## src/hw/lp_pkg.sv

```systemverilog
// Purpose: Shared constants and types for the line printer output interface
// Assumes: 40 MHz pclk, APB register access, 32-bit data
// Notes: Strap and switch inputs are pin levels, sampled through synchronisers
package lp_pkg;

  // ****************************************************************
  // Clock and strobe timing
  // ****************************************************************
  localparam int CLK_MHZ = 40;
  localparam int STB_NS_0 = 650;  // Narrowest strobe
  localparam int STB_NS_1 = 1300; // Standard strobe
  localparam int STB_NS_2 = 2600;
  localparam int STB_NS_3 = 5200;
  localparam int STB_CYC_0 = (STB_NS_0 * CLK_MHZ + 999) / 1000;
  localparam int STB_CYC_1 = (STB_NS_1 * CLK_MHZ + 999) / 1000;
  localparam int STB_CYC_2 = (STB_NS_2 * CLK_MHZ + 999) / 1000;
  localparam int STB_CYC_3 = (STB_NS_3 * CLK_MHZ + 999) / 1000;
  localparam int CNT_W = 8;

  // ****************************************************************
  // Register map
  // ****************************************************************
  localparam logic [7:0] OFS_CTRL = 8'h00;
  localparam logic [7:0] OFS_STATUS = 8'h04;
  localparam logic [7:0] OFS_DMA_ADDR = 8'h08;
  localparam logic [7:0] OFS_DMA_COUNT = 8'h0C;
  localparam logic [7:0] OFS_INT_STATUS = 8'h10;
  localparam logic [7:0] OFS_INT_MASK = 8'h14;
  localparam int ADDR_W = 16;
  localparam int NUM_EVT = 3;
  localparam int EVT_DONE = 0;
  localparam int EVT_OFFLINE = 1;
  localparam int EVT_NOPAPER = 2;

  // ****************************************************************
  // Character codes
  // ****************************************************************
  localparam logic [7:0] CH_LINE_FEED = 8'h0A; // Octal 12
  localparam logic [7:0] CH_CARR_RET = 8'h0D;  // Octal 15
  localparam logic [7:0] CH_VFU_A = 8'h0B;     // Octal 13
  localparam logic [7:0] CH_VFU_B = 8'h12;     // Octal 22
  localparam logic [5:0] DEV_CODE_STD = 6'h0F; // Octal 17

  // ****************************************************************
  // Types
  // ****************************************************************
  typedef struct packed {
    logic data_true_hi;     // Data pins high for a true bit
    logic vfu_code_a;       // Octal 13 is the format command
    logic vfu_code_b;       // Octal 22 is the format command
    logic online_true_hi;
    logic nopaper_true_hi;
    logic strobe_true_lo;
    logic strobe_true_hi;
    logic mask_line_feed;
    logic mask_carr_ret;
    logic mask_vfu_a;
    logic mask_vfu_b;
    logic ack_true_hi;
    logic plot_true_hi;
    logic [3:0] strobe_width; // One-hot width switch
    logic [5:0] dev_switch;   // Switches 3..8, high level = OFF
  } strap_type;

  typedef struct packed {
    logic valid;       // One-cycle instruction pulse
    logic [5:0] code;  // Addressed device code
    logic start;       // Start transfer
    logic clear;       // Abort and clear
  } iocmd_type;

  typedef enum logic [2:0] {
    ST_IDLE, ST_FETCH, ST_SETUP, ST_STROBE, ST_WAIT
  } lp_state_type;

endpackage : lp_pkg

```

## src/hw/lp_output_if.sv

```systemverilog
// Purpose: Line printer output interface with DMA fetch and APB registers
// Assumes: Straps and printer status are pins; DMA and I/O commands are on pclk
// Notes: One character per DMA word, taken from the low byte
//
// Implementation choices: the APB register port and the address map.
`timescale 1ns/100ps
module lp_output_if
  import lp_pkg::*;
(
  input wire logic pclk,                  // Clock
  input wire logic presetn,               // Async reset, active low
  input wire logic psel,                  // APB select
  input wire logic penable,               // APB enable
  input wire logic pwrite,                // APB direction
  input wire logic [7:0] paddr,           // APB byte address
  input wire logic [31:0] pwdata,         // APB write data
  output logic [31:0] prdata,             // APB read data
  output logic pready,                    // APB ready
  output logic pslverr,                   // APB error
  input wire iocmd_type iocmd,            // Host I/O instruction
  output logic dma_req,                   // DMA read request, level
  output logic [ADDR_W-1:0] dma_addr,     // DMA word address
  input wire logic dma_ack,               // DMA data valid pulse
  input wire logic [15:0] dma_rdata,      // DMA read word
  input wire strap_type straps,           // Strap and switch pins
  input wire logic lp_ack_pin,            // Printer acknowledge pin
  input wire logic lp_online_pin,         // Printer on-line pin
  input wire logic lp_nopaper_pin,        // Printer no-paper pin
  output logic [7:0] lp_data_pin,         // Printer data pins
  output logic lp_strobe_pin,             // Printer data strobe pin
  output logic lp_plot_pin,               // Print/plot pin
  output logic irq                        // Interrupt, level
);

  // ****************************************************************
  // State record
  // ****************************************************************
  typedef struct packed {
    lp_state_type st;
    logic [ADDR_W-1:0] addr;
    logic [ADDR_W-1:0] count;
    logic [7:0] chr;
    logic [CNT_W-1:0] cnt;
    logic vfu_pend;
    logic plot;
    logic strobe;
    logic [NUM_EVT-1:0] int_st;
    logic [NUM_EVT-1:0] int_msk;
    logic online_prev;
    logic nopaper_prev;
  } regs_type;

  regs_type r_q;
  regs_type r_d;
  strap_type sp;
  logic ack_s;
  logic online_s;
  logic nopaper_s;

  // ****************************************************************
  // Pin synchronisers
  // ****************************************************************
  lp_sync #(
    .WIDTH($bits(strap_type) + 3)
  ) u_sync (
    .pclk(pclk),
    .presetn(presetn),
    .async_in({straps, lp_ack_pin, lp_online_pin, lp_nopaper_pin}),
    .sync_out({sp, ack_s, online_s, nopaper_s})
  );

  // ****************************************************************
  // Decoded straps
  // ****************************************************************
  logic [5:0] dev_code;
  logic ack_true;
  logic online_true;
  logic nopaper_true;
  logic [CNT_W-1:0] strobe_cyc;
  logic hit;
  logic is_lf;
  logic is_cr;
  logic is_vfu;
  logic skip;
  logic [7:0] rchr;

  // Switch level high means OFF, which is a one
  assign dev_code = sp.dev_switch;
  assign hit = iocmd.valid && (iocmd.code == dev_code);
  assign ack_true = ack_s ~^ sp.ack_true_hi;
  assign online_true = online_s ~^ sp.online_true_hi;
  assign nopaper_true = nopaper_s ~^ sp.nopaper_true_hi;

  // Strobe width, standard when no switch is on
  always_comb begin
    if (sp.strobe_width[0]) begin
      strobe_cyc = CNT_W'(STB_CYC_0);
    end else if (sp.strobe_width[2]) begin
      strobe_cyc = CNT_W'(STB_CYC_2);
    end else if (sp.strobe_width[3]) begin
      strobe_cyc = CNT_W'(STB_CYC_3);
    end else begin
      strobe_cyc = CNT_W'(STB_CYC_1);
    end
  end

  // Character filtering on the fetched byte
  assign rchr = dma_rdata[7:0];
  assign is_lf = (rchr == CH_LINE_FEED);
  assign is_cr = (rchr == CH_CARR_RET);
  assign is_vfu = (sp.vfu_code_a && rchr == CH_VFU_A) || (sp.vfu_code_b && rchr == CH_VFU_B);
  assign skip = (sp.mask_line_feed && is_lf)
    || (sp.mask_carr_ret && is_cr)
    || (r_q.vfu_pend && (sp.mask_vfu_a || sp.mask_vfu_b));

  // ****************************************************************
  // APB access
  // ****************************************************************
  logic acc;
  logic wr;
  logic rd;
  logic mapped;

  assign acc = psel && penable;
  assign wr = acc && pwrite;
  assign rd = acc && !pwrite;
  assign pready = 1'b1;
  assign mapped = (paddr == OFS_CTRL) || (paddr == OFS_STATUS) || (paddr == OFS_DMA_ADDR)
    || (paddr == OFS_DMA_COUNT) || (paddr == OFS_INT_STATUS) || (paddr == OFS_INT_MASK);
  assign pslverr = acc && !mapped;

  // Read data mux, unmapped reads zero
  always_comb begin
    prdata = '0;
    unique case (paddr)
      OFS_CTRL: prdata[0] = r_q.plot;
      OFS_STATUS: prdata = {18'h00000, dev_code, 4'h0, nopaper_true, online_true,
        r_q.st != ST_IDLE, r_q.int_st[EVT_DONE]};
      OFS_DMA_ADDR: prdata[ADDR_W-1:0] = r_q.addr;
      OFS_DMA_COUNT: prdata[ADDR_W-1:0] = r_q.count;
      OFS_INT_STATUS: prdata[NUM_EVT-1:0] = r_q.int_st;
      OFS_INT_MASK: prdata[NUM_EVT-1:0] = r_q.int_msk;
      default: prdata = '0;
    endcase
  end

  // ****************************************************************
  // Next-state logic
  // ****************************************************************
  always_comb begin
    logic [NUM_EVT-1:0] evt;
    evt = '0;
    r_d = r_q;
    r_d.online_prev = online_true;
    r_d.nopaper_prev = nopaper_true;

    // Register writes
    if (wr) begin
      unique case (paddr)
        OFS_CTRL: r_d.plot = pwdata[0];
        OFS_DMA_ADDR: r_d.addr = pwdata[ADDR_W-1:0];
        OFS_DMA_COUNT: r_d.count = pwdata[ADDR_W-1:0];
        OFS_INT_MASK: r_d.int_msk = pwdata[NUM_EVT-1:0];
        default: ;
      endcase
    end

    // Transfer sequencer
    unique case (r_q.st)
      ST_IDLE: begin
        if (hit && iocmd.start) begin
          r_d.vfu_pend = 1'b0;
          if (r_q.count == '0) begin
            evt[EVT_DONE] = 1'b1;
          end else begin
            r_d.st = ST_FETCH;
          end
        end
      end
      ST_FETCH: begin
        if (dma_ack) begin
          r_d.addr = r_q.addr + ADDR_W'(1);
          r_d.count = r_q.count - ADDR_W'(1);
          r_d.vfu_pend = is_vfu;
          r_d.chr = rchr;
          if (!skip) begin
            r_d.st = ST_SETUP;
          end else if (r_q.count == ADDR_W'(1)) begin
            r_d.st = ST_IDLE;
            evt[EVT_DONE] = 1'b1;
          end
        end
      end
      ST_SETUP: begin
        // Data already on the pins for a cycle before the strobe
        r_d.strobe = 1'b1;
        r_d.cnt = strobe_cyc;
        r_d.st = ST_STROBE;
      end
      ST_STROBE: begin
        r_d.cnt = r_q.cnt - CNT_W'(1);
        if (r_q.cnt == CNT_W'(1)) begin
          r_d.strobe = 1'b0;
          r_d.st = ST_WAIT;
        end
      end
      ST_WAIT: begin
        if (ack_true) begin
          if (r_q.count == '0) begin
            r_d.st = ST_IDLE;
            evt[EVT_DONE] = 1'b1;
          end else begin
            r_d.st = ST_FETCH;
          end
        end
      end
    endcase

    // Abort from the host
    if (hit && iocmd.clear) begin
      r_d.st = ST_IDLE;
      r_d.strobe = 1'b0;
    end

    // Status edge events
    evt[EVT_OFFLINE] = r_q.online_prev && !online_true;
    evt[EVT_NOPAPER] = !r_q.nopaper_prev && nopaper_true;

    // Read clears, a new event wins over the clear
    if (rd && paddr == OFS_INT_STATUS) begin
      r_d.int_st = '0;
    end
    r_d.int_st = r_d.int_st | evt;
  end

  // State register
  always_ff @(posedge pclk or negedge presetn) begin
    if (!presetn) begin
      r_q <= '{st: ST_IDLE, default: '0};
    end else begin
      r_q <= r_d;
    end
  end

  // ****************************************************************
  // Outputs
  // ****************************************************************
  logic strobe_active_hi;

  assign strobe_active_hi = sp.strobe_true_hi && !sp.strobe_true_lo;
  assign dma_req = (r_q.st == ST_FETCH);
  assign dma_addr = r_q.addr;
  assign lp_data_pin = sp.data_true_hi ? r_q.chr : ~r_q.chr;
  assign lp_strobe_pin = r_q.strobe ~^ strobe_active_hi;
  assign lp_plot_pin = r_q.plot ~^ sp.plot_true_hi;
  assign irq = |(r_q.int_st & r_q.int_msk);

endmodule : lp_output_if

```

## src/hw/lp_sync.sv

```systemverilog
// Purpose: Two-stage synchroniser for a bundle of pin levels
// Assumes: Each bit is an independent level
// Notes: First stage feeds only the second stage
`timescale 1ns/100ps
module lp_sync #(
  parameter int WIDTH = 1
) (
  input wire logic pclk,               // Clock
  input wire logic presetn,            // Async reset, active low
  input wire logic [WIDTH-1:0] async_in, // Pin levels
  output logic [WIDTH-1:0] sync_out    // Synchronised levels
);

  logic [WIDTH-1:0] meta_q;

  // Two flip-flops per bit
  always_ff @(posedge pclk or negedge presetn) begin
    if (!presetn) begin
      meta_q <= '0;
      sync_out <= '0;
    end else begin
      meta_q <= async_in;
      sync_out <= meta_q;
    end
  end

endmodule : lp_sync

```

## config.mk

```make
export PLATFORM = sky130hd
export DESIGN_NAME = lp_output_if
export DESIGN_NICKNAME = d
export VERILOG_FILES = /design/src/hw/lp_pkg.sv /design/src/hw/lp_output_if.sv /design/src/hw/lp_sync.sv
export SDC_FILE = /design/constraint.sdc
export NUM_CORES = 1
export LEC_CHECK = 0
export BUFFER_PORTS_ARGS = -buffer_cell sky130_fd_sc_hd__buf_4
export CORE_MARGIN = 2
export CORE_UTILIZATION = 35
export CTS_BUF_LIST = sky130_fd_sc_hd__clkbuf_16
export CTS_CLUSTER_DIAMETER = 200
export DETAILED_ROUTE_END_ITERATION = 8
export GPL_TIMING_DRIVEN = 0
export SYNTH_ARGS = -nofsm -noshare
export SYNTH_HDL_FRONTEND = slang
export SYNTH_SLANG_ARGS = --single-unit
```

## constraint.sdc

```tcl
create_clock -name pclk -period 5.6 [get_ports pclk]
set_input_delay 0.84 -clock pclk [delete_from_list [all_inputs] [get_ports pclk]]
set_output_delay 0.84 -clock pclk [all_outputs]
set_load 0.02 [all_outputs]
```

Word-level counts from Yosys, hierarchy flattened

Index checks and enable logic that the tools add are counted.

Flip-flop bits (word level): 114
Bits of input ports: 97
Output and inout port bits: 62
Word-level logic and storage cells: 130

Add/sub/neg operators: 3
Equal/unequal tests: 24
Mux-type cells: 36
Bitwise operators: 8
Reduce and logical (&&, ||, !) cells: 45

Operator list:

| cell                                                                  | count |
|---|---|
| 43-bit two-way mux                                                    | 1 |
| 8-bit by 4-bit == test with 1-bit output (second input constant)      | 5 |
| 40-bit two-way mux                                                    | 1 |
| 13-bit case mux with 3 select lines                                   | 1 |
| 16-bit two-way mux                                                    | 2 |
| 32-bit two-way mux                                                    | 1 |
| 8-bit two-way mux                                                     | 4 |
| 8-bit by 5-bit == test with 1-bit output (second input constant)      | 3 |
| 3-bit two-way mux                                                     | 8 |
| 16-bit by 1-bit adder with 16-bit output (second input constant)      | 1 |
| 16-bit by 1-bit == test with 1-bit output (second input constant)     | 1 |
| 1-bit logical AND                                                     | 16 |
| 16-bit logical NOT                                                    | 1 |
| 8-bit case mux with 2 select lines                                    | 1 |
| 16-bit by 1-bit subtractor with 16-bit output (second input constant) | 1 |
| 3-bit case mux with 5 select lines                                    | 1 |
| 3-bit inequality test (second input constant)                         | 4 |
| 1-bit two-way mux                                                     | 11 |
| 2-bit case mux with 5 select lines                                    | 1 |
| 1-bit logical OR                                                      | 9 |
| 8-bit by 1-bit == test with 1-bit output (second input constant)      | 1 |
| 8-bit by 3-bit == test with 1-bit output (second input constant)      | 1 |
| 8-bit logical NOT                                                     | 1 |
| 8-bit inverter                                                        | 1 |
| 24 further kinds                                                      | 39 |

Longest topological paths before layout

Depth in word-level cells: 8
Mapped depth: 8
Depth with buffers taken out: 7

Hierarchy

A second synthesis with hierarchy kept.

Cells, all modules: 597
Area, all modules: 5765.5 um^2

By module, submodules not included:

| module       | times used | cells each | area each (um^2) | seq. area each (um^2) |
|---|---|---|---|---|
| lp_output_if | 1          | 545        | 4464.3           | 1551.5 |
| lp_sync      | 1          | 52         | 1301.2           | 1301.2 |

Least setup slack after synthesis

Ideal clock, no wire load.

Path type: in2out
Start: input port paddr[1]
End: output port prdata[14]
Arrival time: 2.491 ns
Required time: 4.760 ns
Path slack: 2.269 ns
Cell stages on the path: 6
Buffers on the path: 1
Path through: or4_4 or3_1 clkbuf_1 inv_1 nand2_1 nor2_1

Longest elaborated chain between the ends: 2
Elaborated cells between the ends (all ways): 4
Classes of those cells: eq/ne: 3; mux: 1

Ends and longest elaborated chain:

| item                                                                                                        | line                | source |
|---|---|---|
| start: declaration                                                                                          | lp_output_if.sv:15  | `input wire logic [7:0] paddr,` |
| 8-bit by 4-bit == test with 1-bit output / 8-bit by 3-bit == test with 1-bit output (equally long branches) | lp_output_if.sv:135 | `unique case (paddr)` |
| 13-bit case mux with 3 select lines (*)                                                                     | lp_output_if.sv:135 |  |
| end: declaration                                                                                            | lp_output_if.sv:17  | `output logic [31:0] prdata,` |

Mark *: on every way between the ends. The rest lies on a longest branch, timed or not.

Final worst setup path

Start: input port paddr[3]
End: output port prdata[2]

Longest elaborated chain between the ends: 2
Elaborated cells between the ends (all ways): 6
Classes of those cells: eq/ne: 5; mux: 1

Ends and longest elaborated chain:

| item                                                             | line |
|---|---|
| 8-bit by 5-bit == test with 1-bit output (tied with other cells) | lp_output_if.sv:135 |
| 2-bit case mux with 5 select lines (*)                           | lp_output_if.sv:135 |

Marks and branches as above.

==> results_dict.tcl <==
set metrics [dict create \
    slew_headroom_pct 41.8 \
    fin_setup_tns_ps 0 \
    drt-total-wl_mm 15.9 \
    insertion_delay_ps 360 \
    skew_ps 9.35 \
    finalNetCount 818 \
    p_per_area_nw_per_um2 378 \
    cts_sinks 112 \
    fin_crit_sh_pct 67.7 \
    critPathKind "in2out" \
    required_ps 4760 \
    drive_gt1_share_pct 27.1 \
    root_buffer "clkbuf_16" \
    final_max_slew_viol_count 0 \
    finalHoldViolCount 0 \
    slowest_stage "clkbuf_1" \
    tightest_slew_ps 871 \
    drt_iter0_markers 538 \
    yosys_warnings 0 \
    fin_util_pct 45.2 \
    hpwlAfterDp_mm 12.0 \
    maxCapViolations 0 \
    cts_max_level 3 \
    fp.dieH_um 131 \
    post-cts-setup-buffers 0 \
    ys_async_sr_fraction_pct 100 \
    worstPathArrival_ps 2950 \
    io_buffers 115 \
    drc 0 \
    grt_pass1_wl_mm 25.3 \
    grt_max_degree 113 \
    status "finished, final reports clean" \
    setup_viol 0 \
    ctsResizeCount 0 \
    ys_seq_area_share_pct 49.5 \
    n_antenna_cell 0 \
    wire_per_inst_um 17.0 \
    netlist_instances 573 \
    rows 46 \
    ctsHoldBuffers 0 \
    worstPathMaxFanout 10 \
    globalplace.congestion 0.928 \
    cts_buffers 9 \
    hold_class "in2async" \
    synth-main-ff-cell "dfrtp_1" \
    synth-seq-cells 112 \
    grt_pass1_vias 4822 \
    synth_cell_types 63 \
    grt-ovfl-total 0 \
    dieArea_sq_um 17200 \
    syn_to_final_growth_pct 26.4 \
    grt_use_total_pct 18.5 \
    ios 159 \
    cp_cell_sequence "buf_4 > clkbuf_1 > clkbuf_1 > nand2_1 > o21ai_0 > a22oi_1 > o22ai_1 > buf_4" \
    clkSlewWorstSetupHoldPaths_ps 70 \
    cts_buffer_depth 2 \
    initial_core_util_pct 35.8 \
    startpoint_type "input port" \
    leakagePower_nw 3.23 \
    fmax_ghz 0.264 \
    cts_tree "yes" \
    fin_crit_ps 3790 \
    vias 4931 \
    fp.coreArea_sq_um 15800 \
    max-vdd-ir-drop_mv 0.213 \
    synth_area_per_cell_sq_um 9.88 \
    slowest_delay_ps 640 \
    synth_edf_count 0 \
    antenna_found_initial 0 \
    die_w_um 131 \
    drtAntennaViolNets 0 \
    end_kind "output port" \
    viasPerCell 5.27 \
    rsz0062_at_grt "false" \
    firstDrtPassIters 7 \
    synth_area_sq_um 5660 \
]
layout by cell type (no fill, tap or decap), types with 5 or more instances in the layout:
master       n
a31oi_1      5
a22oi_1      6
xnor2_1     17
conb_1      17
o221a_2     10
and3_1       8
nor3_1      15
a311oi_1     5
a221o_1      6
a211oi_1     6
nor4_1       5
clkbuf_1    19
o21ai_0     16
ha_1         6
mux2_2       6
a21oi_1     35
clkbuf_16    9
mux2i_1     21
nand3_1     23
nor2_1      63
dfrtp_1    112
nor2b_1      6
inv_1       15
or3_1        7
buf_4      148
nand2_1     57
critical path, delay by kind of cell:
| family | cells | cell delay (ps) |
|---|---|---|
| and+or+nand+nor | 1 | 90 |
| buffers and inverters | 4 | 1520 |
| AOI/OAI and AO/OA | 3 | 490 |
per-layer routing:
metal	part of all wire [%]	wire [um]	GRT usage [%]
met5	0	0	0
met4	3.0	481	9.18
met3	8.6	1370	4.44
met2	45	7110	28.2
met1	44	6930	24.6
registers in the layout (all words and copies together), names as in the netlist:
name,count
dma_addr,16
u_sync.sync_out,25
r_q,46
u_sync.meta_q,25
path summary, 6_finish.rpt:
path | start | endpoint | slack (ps) | depth (start not counted)
max reg2reg | r_q[61] | dma_addr[1] | 2770 | 6
min in group pclk | u_sync.meta_q[3] | u_sync.sync_out[3] | 350 | 0
min reg2reg | u_sync.meta_q[3] | u_sync.sync_out[3] | 350 | 0
max | paddr[3] | prdata[2] | 1810 | 8
min | presetn | u_sync.meta_q[19] | 310 | 1
max in group asynchronous | presetn | dma_addr[6] | 4610 | 2
area by class of cell:
class | count | area, sq um
clock buffers | 9 | 225
flip-flops and latches | 112 | 2800
inverters | 16 | 60.1
well taps | 216 | 270
repair buffers | 116 | 895
fillers | 1554 | 8670
multi-input cells | 399 | 2490
clock inverters | 7 | 46.3
plain buffers | 61 | 368
cell usage after synthesis, types with 3 or more instances:
master,number,area [sq um]
a211oi_1,6,45.0
a21oi_1,35,175
a221o_1,6,60.1
a22oi_1,6,45.0
a311oi_1,5,43.8
a31oi_1,5,31.3
and3_1,8,50.1
and4_1,3,26.3
buf_1,4,15.0
buf_2,3,15.0
buf_4,34,255
clkbuf_1,19,71.3
dfrtp_1,112,2800
ha_1,6,75.1
inv_1,15,56.3
mux2_2,6,67.6
mux2i_1,21,210
nand2_1,57,214
nand2b_1,4,25.0
nand3_1,23,115
nand4_1,4,25.0
nor2_1,63,236
nor2b_1,6,37.5
nor3_1,15,75.1
nor4_1,5,31.3
o21ai_0,16,80.1
o21ai_1,4,20.0
o221a_2,10,113
o22ai_1,4,25.0
o31ai_1,4,30.0
or3_1,7,43.8
or4_4,3,33.8
xnor2_1,17,149
per-stage QoR:
| step | hold slack [ps] | cell area (sq um) | cells | power (W) | worst slack, ps |
|---|---|---|---|---|---|
| after floorplan | 331 | 5720 | 588 | 0.00175 | 2270 |
| after global placement | 333 | 6850 | 919 | 0.00208 | 1870 |
| after detailed placement | 335 | 6850 | 919 | 0.00211 | 1840 |
| after CTS | 351 | 7120 | 935 | 0.00272 | 1830 |
| after global routing | 320 | 7160 | 936 | 0.00288 | 1720 |
| final | 312 | 7160 | 936 | 0.00271 | 1810 |
cells by family after synthesis:
logic type | share of synthesized area (%)
buffers and inverters | 7.56
DFF | 49.5
muxes | 5.30
xor gates and xnor gates | 2.94
AOI/OAI and AO/OA | 14.2
adders and majority gates | 1.33
other | 0.133
and+or+nand+nor | 19.0
where the power goes:
group	leakage, nW	switching, W	total, W	internal (W)
Sequential	1.29	0.000186	0.00115	0.000966
Combinational	1.81	0.000525	0.000955	0.000430
Clock	0.129	0.000300	0.000601	0.000301
Total	3.23	0.00101	0.00271	0.00170
(Power assumes the default switching activity.)
